<file path="src/rtl/dfp_pkg.sv">
// dual function io port: shared constants
// assumes sfr and io ram ports of the mpu on one core clock
package dfp_pkg;
    // ------------------------------------------------------------------
    // sfr addresses
    // ------------------------------------------------------------------
    localparam logic [7:0]  SFR_GRP_A_DATA = 8'h80;
    localparam logic [7:0]  SFR_GRP_B_DATA = 8'h90;
    localparam logic [7:0]  SFR_GRP_B_DIR  = 8'h91;
    localparam logic [7:0]  SFR_GRP_C_DATA = 8'ha0;
    localparam logic [7:0]  SFR_GRP_C_DIR  = 8'ha1;
    localparam logic [7:0]  SFR_GRP_A_DIR  = 8'ha2;
    // ------------------------------------------------------------------
    // io ram addresses and fields
    // ------------------------------------------------------------------
    localparam logic [15:0] XR_ROUTE       = 16'h2008;
    localparam logic [15:0] XR_RES_FIRST   = 16'h2009;
    localparam logic [15:0] XR_RES_LAST    = 16'h200e;
    localparam logic [15:0] XR_SEG_COUNT   = 16'h2020;
    localparam int          ROUTE_PW_BIT   = 2;
    localparam int          ROUTE_PV_BIT   = 3;
    localparam int          ROUTE_EE_BIT   = 4;
    localparam int          RES_LO_POS     = 0;
    localparam int          RES_HI_POS     = 4;
    localparam logic [7:0]  DIR_RESET      = 8'h00;
    localparam logic [7:0]  DATA_RESET     = 8'h00;
    localparam logic [4:0]  SEG_RESET      = 5'h00;
    // ------------------------------------------------------------------
    // pin layout: 12 pins, index 0..11 = pins 4..11,14,15,16,17
    // ------------------------------------------------------------------
    localparam int          NPIN           = 12;
    localparam int          NRES_PIN       = 8;
    localparam int          SYNC_STAGES    = 3;
    // resource select codes
    localparam logic [2:0]  RES_NONE       = 3'h0;
    localparam logic [2:0]  RES_T0         = 3'h2;
    localparam logic [2:0]  RES_T1         = 3'h3;
    localparam logic [2:0]  RES_HI_RISE    = 3'h4;
    localparam logic [2:0]  RES_LO_RISE    = 3'h5;
    localparam logic [2:0]  RES_HI_FALL    = 3'h6;
    localparam logic [2:0]  RES_LO_FALL    = 3'h7;
endpackage

</file>
<file path="src/rtl/dfp_sync_if.sv">
// dual function io port: carrier between top and pin synchroniser
// assumes one core clock
`timescale 1ns/10ps
interface dfp_sync_if;
    import dfp_pkg::*;
    logic [NPIN-1:0] raw;
    logic [NPIN-1:0] level;
    modport top  (output raw, input level);
    modport sync (input raw, output level);
endinterface

</file>
<file path="src/rtl/dfp_pin_sync.sv">
// dual function io port: three stage pin synchroniser with agreement
// assumes raw pins are asynchronous to the core clock
`timescale 1ns/10ps
module dfp_pin_sync
    import dfp_pkg::*;
(
    input  wire logic i_core_clk,
    input  wire logic i_rst,
    dfp_sync_if.sync  s_if
);
    logic [NPIN-1:0] st1_reg, st2_reg, st3_reg, lvl_reg;
    logic [NPIN-1:0] lvl_next;

    // ------------------------------------------------------------------
    // level changes once stages two and three agree
    // ------------------------------------------------------------------
    always_comb begin
        lvl_next = lvl_reg;
        for (int i = 0; i < NPIN; i++) begin
            if (st2_reg[i] == st3_reg[i]) begin
                lvl_next[i] = st3_reg[i];
            end
        end
    end

    always_ff @(posedge i_core_clk or posedge i_rst) begin
        if (i_rst) begin
            st1_reg <= '0;
            st2_reg <= '0;
            st3_reg <= '0;
            lvl_reg <= '0;
        end else begin
            st1_reg <= s_if.raw;
            st2_reg <= st1_reg;
            st3_reg <= st2_reg;
            lvl_reg <= lvl_next;
        end
    end

    assign s_if.level = lvl_reg;
endmodule

</file>
<file path="src/rtl/dfp_port.sv">
// dual function io port: direction, data latches, lcd handover, resource routing
// assumes sfr port and io ram port of the mpu, single core clock
`timescale 1ns/10ps
module dfp_port
    import dfp_pkg::*;
(
    input  wire logic            i_core_clk,
    input  wire logic            i_rst,
    input  wire logic [7:0]      i_sfr_addr,
    input  wire logic            i_sfr_wr,
    input  wire logic            i_sfr_rd,
    input  wire logic [7:0]      i_sfr_wdata,
    output logic      [7:0]      o_sfr_rdata,
    input  wire logic [15:0]     i_xr_addr,
    input  wire logic            i_xr_wr,
    input  wire logic            i_xr_rd,
    input  wire logic [7:0]      i_xr_wdata,
    output logic      [7:0]      o_xr_rdata,
    input  wire logic [NPIN-1:0] i_general_pin,
    output logic      [NPIN-1:0] o_general_pin,
    output logic      [NPIN-1:0] o_general_pin_oe,
    output logic      [NPIN-1:0] o_segment_pin_sel,
    input  wire logic            i_energy_pulse_out,
    input  wire logic            i_reactive_pulse_out,
    input  wire logic            i_ee_clk_out,
    input  wire logic            i_ee_data_out,
    input  wire logic            i_ee_data_oe,
    output logic                 o_ee_data_in,
    output logic                 o_counter_zero_clock_in,
    output logic                 o_counter_one_clock_in,
    output logic                 o_high_priority_pin_irq,
    output logic                 o_low_priority_pin_irq
);
    // ------------------------------------------------------------------
    // registers
    // ------------------------------------------------------------------
    logic [7:0]  dir_a_reg, dir_b_reg, dir_c_reg, dat_a_reg, dat_b_reg, dat_c_reg;
    logic [7:0]  dir_a_next, dir_b_next, dir_c_next, dat_a_next, dat_b_next, dat_c_next;
    logic [7:0]  route_reg, route_next;
    logic [4:0]  seg_reg, seg_next;
    logic [2:0]  res_reg [NRES_PIN];
    logic [2:0]  res_next [NRES_PIN];
    logic [7:0]  sfr_rdata_reg, sfr_rdata_next, xr_rdata_reg, xr_rdata_next;

    logic [NPIN-1:0] dir_vec, dat_vec, lvl, out_next, oe_next, seg_next_sel;
    logic [NPIN-1:0] out_reg, oe_reg, seg_sel_reg;
    logic [NPIN-1:0] rd_vec;
    logic [3:0]      res_sig_next, res_sig_reg;
    logic            ee_in_reg;

    dfp_sync_if s_if ();
    assign s_if.raw = i_general_pin;
    assign lvl      = s_if.level;

    dfp_pin_sync u_sync (
        .i_core_clk (i_core_clk),
        .i_rst      (i_rst),
        .s_if       (s_if)
    );

    // ------------------------------------------------------------------
    // pin vectors from group registers
    // ------------------------------------------------------------------
    // direction bit placement
    assign dir_vec = {dir_c_reg[1:0], dir_b_reg[7:6], dir_b_reg[3:0], dir_a_reg[7:4]};
    assign dat_vec = {dat_c_reg[1:0], dat_b_reg[7:6], dat_b_reg[3:0], dat_a_reg[7:4]};

    // output pins read latch, inputs read level
    assign rd_vec = (dir_vec & dat_vec) | (~dir_vec & lvl);

    // ------------------------------------------------------------------
    // register writes
    // ------------------------------------------------------------------
    always_comb begin
        dir_a_next = dir_a_reg;
        dir_b_next = dir_b_reg;
        dir_c_next = dir_c_reg;
        dat_a_next = dat_a_reg;
        dat_b_next = dat_b_reg;
        dat_c_next = dat_c_reg;
        route_next = route_reg;
        seg_next   = seg_reg;
        res_next   = res_reg;
        if (i_sfr_wr) begin
            unique case (i_sfr_addr)
                SFR_GRP_A_DIR:  dir_a_next = i_sfr_wdata;
                SFR_GRP_B_DIR:  dir_b_next = i_sfr_wdata;
                SFR_GRP_C_DIR:  dir_c_next = i_sfr_wdata;
                SFR_GRP_A_DATA: dat_a_next = i_sfr_wdata;
                SFR_GRP_B_DATA: dat_b_next = i_sfr_wdata;
                SFR_GRP_C_DATA: dat_c_next = i_sfr_wdata;
                default: ;
            endcase
        end
        if (i_xr_wr) begin
            if (i_xr_addr == XR_ROUTE) begin
                route_next = i_xr_wdata;
            end
            if (i_xr_addr == XR_SEG_COUNT) begin
                seg_next = i_xr_wdata[4:0];
            end
            for (int k = 0; k < NRES_PIN / 2; k++) begin
                if (i_xr_addr == XR_RES_FIRST + 16'(k)) begin
                    res_next[2*k]   = i_xr_wdata[RES_LO_POS +: 3];
                    res_next[2*k+1] = i_xr_wdata[RES_HI_POS +: 3];
                end
            end
        end
    end

    // ------------------------------------------------------------------
    // read data
    // ------------------------------------------------------------------
    always_comb begin
        sfr_rdata_next = sfr_rdata_reg;
        if (i_sfr_rd) begin
            unique case (i_sfr_addr)
                SFR_GRP_A_DIR:  sfr_rdata_next = dir_a_reg;
                SFR_GRP_B_DIR:  sfr_rdata_next = dir_b_reg;
                SFR_GRP_C_DIR:  sfr_rdata_next = dir_c_reg;
                SFR_GRP_A_DATA: sfr_rdata_next = {rd_vec[3:0], dat_a_reg[3:0]};
                SFR_GRP_B_DATA: sfr_rdata_next = {rd_vec[9:8], dat_b_reg[5:4], rd_vec[7:4]};
                SFR_GRP_C_DATA: sfr_rdata_next = {dat_c_reg[7:2], rd_vec[11:10]};
                default:        sfr_rdata_next = 8'h00;
            endcase
        end
        xr_rdata_next = xr_rdata_reg;
        if (i_xr_rd) begin
            xr_rdata_next = 8'h00;
            if (i_xr_addr == XR_ROUTE) begin
                xr_rdata_next = route_reg;
            end
            if (i_xr_addr == XR_SEG_COUNT) begin
                xr_rdata_next = {3'h0, seg_reg};
            end
            for (int k = 0; k < NRES_PIN / 2; k++) begin
                if (i_xr_addr == XR_RES_FIRST + 16'(k)) begin
                    xr_rdata_next = {1'b0, res_reg[2*k+1], 1'b0, res_reg[2*k]};
                end
            end
        end
    end

    // ------------------------------------------------------------------
    // pin drive
    // ------------------------------------------------------------------
    always_comb begin
        for (int i = 0; i < NPIN; i++) begin
            seg_next_sel[i] = (5'(NPIN - i) <= seg_reg);
        end
        out_next = dat_vec;
        oe_next  = dir_vec;
        // pulse outputs on pins 6 and 7
        if (dir_vec[2] && route_reg[ROUTE_PW_BIT]) begin
            out_next[2] = i_energy_pulse_out;
        end
        if (dir_vec[3] && route_reg[ROUTE_PV_BIT]) begin
            out_next[3] = i_reactive_pulse_out;
        end
        // eeprom clock on pin 4, data on pin 5
        if (route_reg[ROUTE_EE_BIT]) begin
            out_next[0] = i_ee_clk_out;
            oe_next[0]  = 1'b1;
            out_next[1] = i_ee_data_out;
            oe_next[1]  = i_ee_data_oe;
        end
        oe_next  = oe_next & ~seg_next_sel;
    end

    // ------------------------------------------------------------------
    // resource routing
    // ------------------------------------------------------------------
    always_comb begin
        res_sig_next = 4'h0;
        for (int i = 0; i < NRES_PIN; i++) begin
            if (!seg_sel_reg[i]) begin
                unique case (res_reg[i])
                    RES_T0:      res_sig_next[0] = res_sig_next[0] | lvl[i];
                    RES_T1:      res_sig_next[1] = res_sig_next[1] | lvl[i];
                    RES_HI_RISE: res_sig_next[2] = res_sig_next[2] | lvl[i];
                    RES_LO_RISE: res_sig_next[3] = res_sig_next[3] | lvl[i];
                    RES_HI_FALL: res_sig_next[2] = res_sig_next[2] | ~lvl[i];
                    RES_LO_FALL: res_sig_next[3] = res_sig_next[3] | ~lvl[i];
                    default: ;
                endcase
            end
        end
    end

    always_ff @(posedge i_core_clk or posedge i_rst) begin
        if (i_rst) begin
            dir_a_reg     <= DIR_RESET;
            dir_b_reg     <= DIR_RESET;
            dir_c_reg     <= DIR_RESET;
            dat_a_reg     <= DATA_RESET;
            dat_b_reg     <= DATA_RESET;
            dat_c_reg     <= DATA_RESET;
            route_reg     <= 8'h00;
            seg_reg       <= SEG_RESET;
            for (int k = 0; k < NRES_PIN; k++) begin
                res_reg[k] <= RES_NONE;
            end
            sfr_rdata_reg <= 8'h00;
            xr_rdata_reg  <= 8'h00;
            out_reg       <= '0;
            oe_reg        <= '0;
            seg_sel_reg   <= '0;
            res_sig_reg   <= 4'h0;
            ee_in_reg     <= 1'b0;
        end else begin
            dir_a_reg     <= dir_a_next;
            dir_b_reg     <= dir_b_next;
            dir_c_reg     <= dir_c_next;
            dat_a_reg     <= dat_a_next;
            dat_b_reg     <= dat_b_next;
            dat_c_reg     <= dat_c_next;
            route_reg     <= route_next;
            seg_reg       <= seg_next;
            res_reg       <= res_next;
            sfr_rdata_reg <= sfr_rdata_next;
            xr_rdata_reg  <= xr_rdata_next;
            out_reg       <= out_next;
            oe_reg        <= oe_next;
            seg_sel_reg   <= seg_next_sel;
            res_sig_reg   <= res_sig_next;
            ee_in_reg     <= lvl[1];
        end
    end

    assign o_sfr_rdata             = sfr_rdata_reg;
    assign o_xr_rdata              = xr_rdata_reg;
    assign o_general_pin           = out_reg;
    assign o_general_pin_oe        = oe_reg;
    assign o_segment_pin_sel       = seg_sel_reg;
    assign o_ee_data_in            = ee_in_reg;
    assign o_counter_zero_clock_in = res_sig_reg[0];
    assign o_counter_one_clock_in  = res_sig_reg[1];
    assign o_high_priority_pin_irq = res_sig_reg[2];
    assign o_low_priority_pin_irq  = res_sig_reg[3];
endmodule

</file>
<file path="config.mk">
export PLATFORM = sky130hd
export DESIGN_NAME = dfp_port
export DESIGN_NICKNAME = d
export VERILOG_FILES = /design/src/rtl/dfp_pkg.sv /design/src/rtl/dfp_sync_if.sv /design/src/rtl/dfp_pin_sync.sv /design/src/rtl/dfp_port.sv
export SDC_FILE = /design/constraint.sdc
export NUM_CORES = 1
export LEC_CHECK = 0
export ABC_CLOCK_PERIOD_IN_PS = 5100
export BUFFER_PORTS_ARGS = -buffer_cell sky130_fd_sc_hd__buf_2
export CAP_MARGIN = 20
export CORE_ASPECT_RATIO = 1.75
export CORE_MARGIN = 2
export CORE_UTILIZATION = 51
export DETAILED_ROUTE_END_ITERATION = 12
export PLACE_DENSITY = 0.74
export SKIP_CTS_REPAIR_TIMING = 1
export SLEW_MARGIN = 20
export SYNTH_ARGS = -nofsm -noshare
export SYNTH_HDL_FRONTEND = slang
export SYNTH_SLANG_ARGS = --single-unit
</file>
<file path="constraint.sdc">
create_clock -name i_core_clk -period 5.1 [get_ports i_core_clk]
set_clock_uncertainty 0.1 [all_clocks]
set_input_delay 0.255 -clock i_core_clk [delete_from_list [all_inputs] [get_ports i_core_clk]]
set_output_delay 0.255 -clock i_core_clk [all_outputs]
set_load 0.01 [all_outputs]
</file>
-- Yosys cells after proc, flatten, opt, wreduce, memory -nomap -nowiden
Cells that the tools add are included.
- flip-flop bits (word level): 190
- bits of input ports: 63
- output and inout port bits: 57
- logic and storage cells: 243
- $lt $le $gt $ge: 12
- equal/unequal tests: 72
- muxes and demuxes: 51
- bitwise logic cells: 56
- reductions and logical operators: 14
- operators by type and width (kind ; number):
    16-bit by 14-bit == test with 1-bit output, second input constant ; 6
    3-bit == test, second input constant ; 32
    3-bit by 2-bit == test with 1-bit output, second input constant ; 16
    8-bit == test, second input constant ; 6
    8-bit 2-to-1 mux ; 6
    8-bit one-hot mux with 6 select lines ; 1
    1-bit OR ; 42
    12-bit AND ; 3
    4-bit 2-to-1 mux ; 8
    1-bit one-hot mux with 2 select lines ; 16
    4-bit by 5-bit less-or-equal comparator with 1-bit output, first input constant ; 5
    12-bit NOT ; 2
    2-bit AND reduction ; 12
    3-bit by 5-bit less-or-equal comparator with 1-bit output, first input constant ; 4
    1-bit 2-to-1 mux ; 18
    1-bit == test ; 12
    12-bit OR ; 1
    2-bit by 5-bit less-or-equal comparator with 1-bit output, first input constant ; 2
    1-bit NOT ; 8
    1-bit by 5-bit less-or-equal comparator with 1-bit output, first input constant ; 1
    2-bit 2-to-1 mux ; 2
    1-bit logical AND ; 2

-- Longest topological paths before layout
- word-level depth: 24
- mapped depth: 7
- mapped depth without buffers: 6

-- Modules after synthesis
A second synthesis with hierarchy kept.
- cells, all modules: 591
- area, all modules: 7845.0 µm²
- by module, submodules not included (module ; instances ; cells an instance ; area an instance (µm²) ; sequential area each (µm²)):
    dfp_port ; 1 ; 530 ; 6505.0 ; 3553.4
    dfp_pin_sync ; 1 ; 61 ; 1340.0 ; 1201.2

-- Worst setup path before layout
Ideal clock, no wire load.
- path kind: input -> register
- start point: input port i_xr_addr[14]
- end point: register route_reg[0]
- setup time: 0.125 ns
- arrival time: 1.599 ns
- required time: 4.875 ns
- slack: 3.276 ns
- cell stages on the path: 4
- path through: nor4_4 > nand4_4 > nor4_4 > mux2_2
- longest elaborated chain between the ends: 2
- RTL lines (element ; RTL line ; RTL):
    from (decl) ; dfp_port.sv:14 ; input wire logic [15:0] i_xr_addr,
    16-bit by 14-bit == test with 1-bit output ; dfp_port.sv:96 ; if (i_xr_addr == XR_ROUTE) begin
    2-bit AND reduction (no line) ; n/a ;
    to (signal assigned) ; dfp_port.sv:217 ; route_reg <= route_next;
    to (decl) ; dfp_port.sv:39 ; logic [7:0] route_reg, route_next;
No other way between the ends.
A chain may end at the register's enable or synchronous reset.

-- Final worst setup path
- start point: register seg_reg[3]
- end point: register oe_reg[11] (netlist: o_general_pin_oe[11])
- longest elaborated chain between the ends: 3
- RTL lines (element ; RTL line ; RTL):
    from (decl) ; dfp_port.sv:40 ; logic [4:0] seg_reg, seg_next;
    from (signal assigned) ; dfp_port.sv:218 ; seg_reg <= seg_next;
    1-bit by 5-bit less-or-equal comparator with 1-bit output ; dfp_port.sv:149 ; seg_next_sel[i] = (5'(NPIN - i) <= seg_reg);
    named net seg_next_sel[11] ; dfp_port.sv:45 ; logic [NPIN-1:0] dir_vec, dat_vec, lvl, out_next, oe_next, seg_next_sel;
    12-bit NOT ; dfp_port.sv:167 ; oe_next = oe_next & ~seg_next_sel;
    12-bit AND ; dfp_port.sv:167 ;
    named net oe_next[11] ; dfp_port.sv:45 ;
    to (signal assigned) ; dfp_port.sv:223 ; oe_reg <= oe_next;
    to (decl) ; dfp_port.sv:46 ; logic [NPIN-1:0] out_reg, oe_reg, seg_sel_reg;
The timed path passes the listed nets, and every way through them passes these cells.

==> flow_metrics.env <==
export IMPL_critPathSlowestCell="dfrtp_1"
export IMPL_r2r_start="seg_reg[3]"
export IMPL_synthCells=598
export IMPL_worst_r2r_cell_count=6
export IMPL_htreeDepth=4
export IMPL_finalCritPeriodShare_pct=42.0
export IMPL_setup_viol_count_final=0
export IMPL_cellPowerDensity_nw_per_um2=338
export IMPL_ant_nets=0
export IMPL_violations="hold timing"
export IMPL_synth_top_area_cell="dfrtp_1"
export IMPL_cts_tree="yes"
export IMPL_final_cells=933
export IMPL_setup_tns_ns=0
export IMPL_tightest_slew_ns=1.04
export IMPL_post_drt_wl_per_cell_um=21.6
export IMPL_cts_path_max_buffers=2
export IMPL_crit_family="simple AND/OR/NAND/NOR gates"
export IMPL_vias=5473
export IMPL_clk_pin_slew_ns=0.08
export IMPL_rsz0062_at_grt="no"
export IMPL_critPathRequiredTime_ns=5.36
export IMPL_groute_usage_overall_pct=25.4
export IMPL_cp_start_kind="flop"
export IMPL_slowest_delay_ns=0.49
export IMPL_grt_pass1_wl_um=32000
export IMPL_design_core_area_sq_um=14900
export IMPL_async_reset_ff_share_pct=100
export IMPL_synth_seq_cells=190
export IMPL_die_area_sq_um=16300
export IMPL_routed_via_density=5.87
export IMPL_cts_buffers=17
export IMPL_antennaDiodeCount=0
export IMPL_status="finished, violations left"
export IMPL_p_leak_nw=4.55
export IMPL_arrival_ns=2.40
export IMPL_port_buffers=119
export IMPL_syn_avg_cell_area_sq_um=13.0
export IMPL_crit_start="seg_reg[3]"
export IMPL_overflow=0
export IMPL_cp_end_kind="flop"
export IMPL_rrSetupSlack_ns=2.96
export IMPL_period_minus_slack_ns=2.14
export IMPL_p_total_w=0.00316
export IMPL_insertion_delay_ns=0.42
export IMPL_synthFlopType="dfrtp_1"
export IMPL_synth_area_leaders="dfrtp_1 61%, mux2_2 13%, a22oi_1 2.0%"
export IMPL_drtPass1Iterations=5
export IMPL_globalplace_congestion=0.977
export IMPL_drv_cap=0
export IMPL_crit_top_cell="nor2_1"
export IMPL_largest_register_ffs=24
export IMPL_dp_hpwl_um=14900
export IMPL_rows=59
export IMPL_ios=120
export IMPL_cp_max_fo=8
export IMPL_cp_depth=6
export IMPL_yosysSeqAreaShare_pct=61.0
export IMPL_drive_gt1_share_pct=35.1
export IMPL_dp_cells=886
export IMPL_initial_core_util_pct=52.3
export IMPL_worstSetupPathType="reg -> reg"
export IMPL_crit_buf_inv=2
export IMPL_max_clock_freq_mhz=467
export IMPL_die_y_um=168
export IMPL_grt_pass1_vias=5783
export IMPL_synth_area_sq_um=7800
export IMPL_synth_edf_count=0
export IMPL_ys_types=58
export IMPL_drt_initial_drc_count=376
export IMPL_drv_slew=0
export IMPL_mostFrequentLayoutCells="190 x dfrtp_1, 119 x buf_2, 92 x mux2_2, 33 x nand2_1, 28 x nor2_1"
export IMPL_drc=0
export IMPL_r2r_end="o_general_pin_oe[11]"
export IMPL_die_w_um=97.5
export IMPL_layout_commonest_cell="dfrtp_1"
export IMPL_relSlewSlack_pct=30.8
export IMPL_nNetsFinal=800
export IMPL_syn_to_final_growth_pct=20.2
export IMPL_root_buffer="clkbuf_16"
export IMPL_synth_nets=661
export IMPL_finalHoldViolations=13
export IMPL_yosys_warnings=0
export IMPL_grt_max_degree=191
export IMPL_synth_top_cell_area_share_pct=61.0
export IMPL_ir_drop_uv=253
export IMPL_wl_um=20200
export IMPL_hold_slack_ns=-0.0363
export IMPL_antenna_found_initial=0
export IMPL_hold_class="in -> async"
export IMPL_endpoint="o_general_pin_oe[11]"
export IMPL_crit_chain="nor2_1 > inv_1 > nor2_1 > inv_1 > or3_1 > nor2_1"
export IMPL_cts_sinks=190
[cell type report]
type / instances / area, sq um
fill: 1139 / 5540
sequential: 190 / 4750
multi-input combinational: 375 / 2920
timing repair buffer: 136 / 773
clock buffer: 18 / 439
tap: 183 / 229
clock inverter: 14 / 194
inverter: 17 / 67.6
[cell usage after synthesis, types with 3 or more instances]
library cell  instances
nor3_1                3
and3_1                5
nor3b_1               9
dfrtp_1             190
xnor2_1               7
maj3_1               12
a22o_1                5
nand2_1              33
a22oi_1              21
nor4bb_1              9
clkbuf_1             11
inv_1                16
nor3_2                3
nand2b_1              4
a21oi_1              19
mux2_2               92
a32oi_1               4
a21o_1                3
nor2_1               28
a221oi_1              5
nor4b_1               3
nand3_1              15
o21ai_0              26
nor2b_1              13
mux2i_1               4
a31oi_1               4
nand4_1               5
and2_1                5
o31ai_1               5
[how the worst min path moves through the flow]
stage / slack [ns] / to / depth (start not counted)
floorplan: 0.19 / u_sync.st1_reg[0] / 0
global placement: 0.23 / u_sync.st2_reg[8] / 0
detailed placement: 0.23 / u_sync.st2_reg[8] / 0
CTS: -0.18 / u_sync.st1_reg[8] / 1
global route: 0.003 / o_general_pin[1] / 2
finish: -0.04 / u_sync.st2_reg[11] / 3
[routing by layer]
metal / part of all wire [%] / up-vias / GRT usage, %
met5: 0 / - / 0
met1: 36 / 2759 / 28.5
met3: 4.8 / 50 / 4.22
met2: 55 / 207 / 46.0
li1: - / 2457 / -
met4: 4.6 / 0 / 13.0
[metrics by stage]
| stage | worst slack, ns | hold slack [ns] | area (sq um) | util (%) |
|---|---|---|---|---|
| after global placement | 2.65 | 0.232 | 8590 | 57.6 |
| after global routing | 2.81 | 0.00341 | 9380 | 62.9 |
| after floorplan | 2.30 | 0.186 | 7800 | - |
| after CTS | 2.97 | -0.184 | 9230 | 61.9 |
| final | 2.96 | -0.0363 | 9380 | 62.9 |
| after detailed placement | 2.53 | 0.235 | 8590 | 57.6 |
[cell families after synthesis]
family / count (synthesis) / share of synthesized area (%)
flops: 190 / 61.0
simple gates: 153 / 12.1
compound gates: 106 / 9.02
mux: 96 / 13.8
buf+inv: 33 / 1.68
fa+ha+maj: 12 / 1.54
xor+xnor: 8 / 0.899
[worst register-to-register path: cells and delay by family (launching register included)]
family | cells | cell delay, ns
and+or+nand+nor | 4 | 1.21
buffers and inverters | 2 | 0.28
DFF | 1 | 0.49
[report_power, final]
part	switching [W]	leakage (nW)	internal (W)	total, W
clock	0.000637	0.307	0.000726	0.00136
combinational	0.000112	1.76	0.0000846	0.000197
sequential	0.0000421	2.48	0.00156	0.00160
total	0.000792	4.55	0.00237	0.00316
Power figures use the tool's default switching activity.
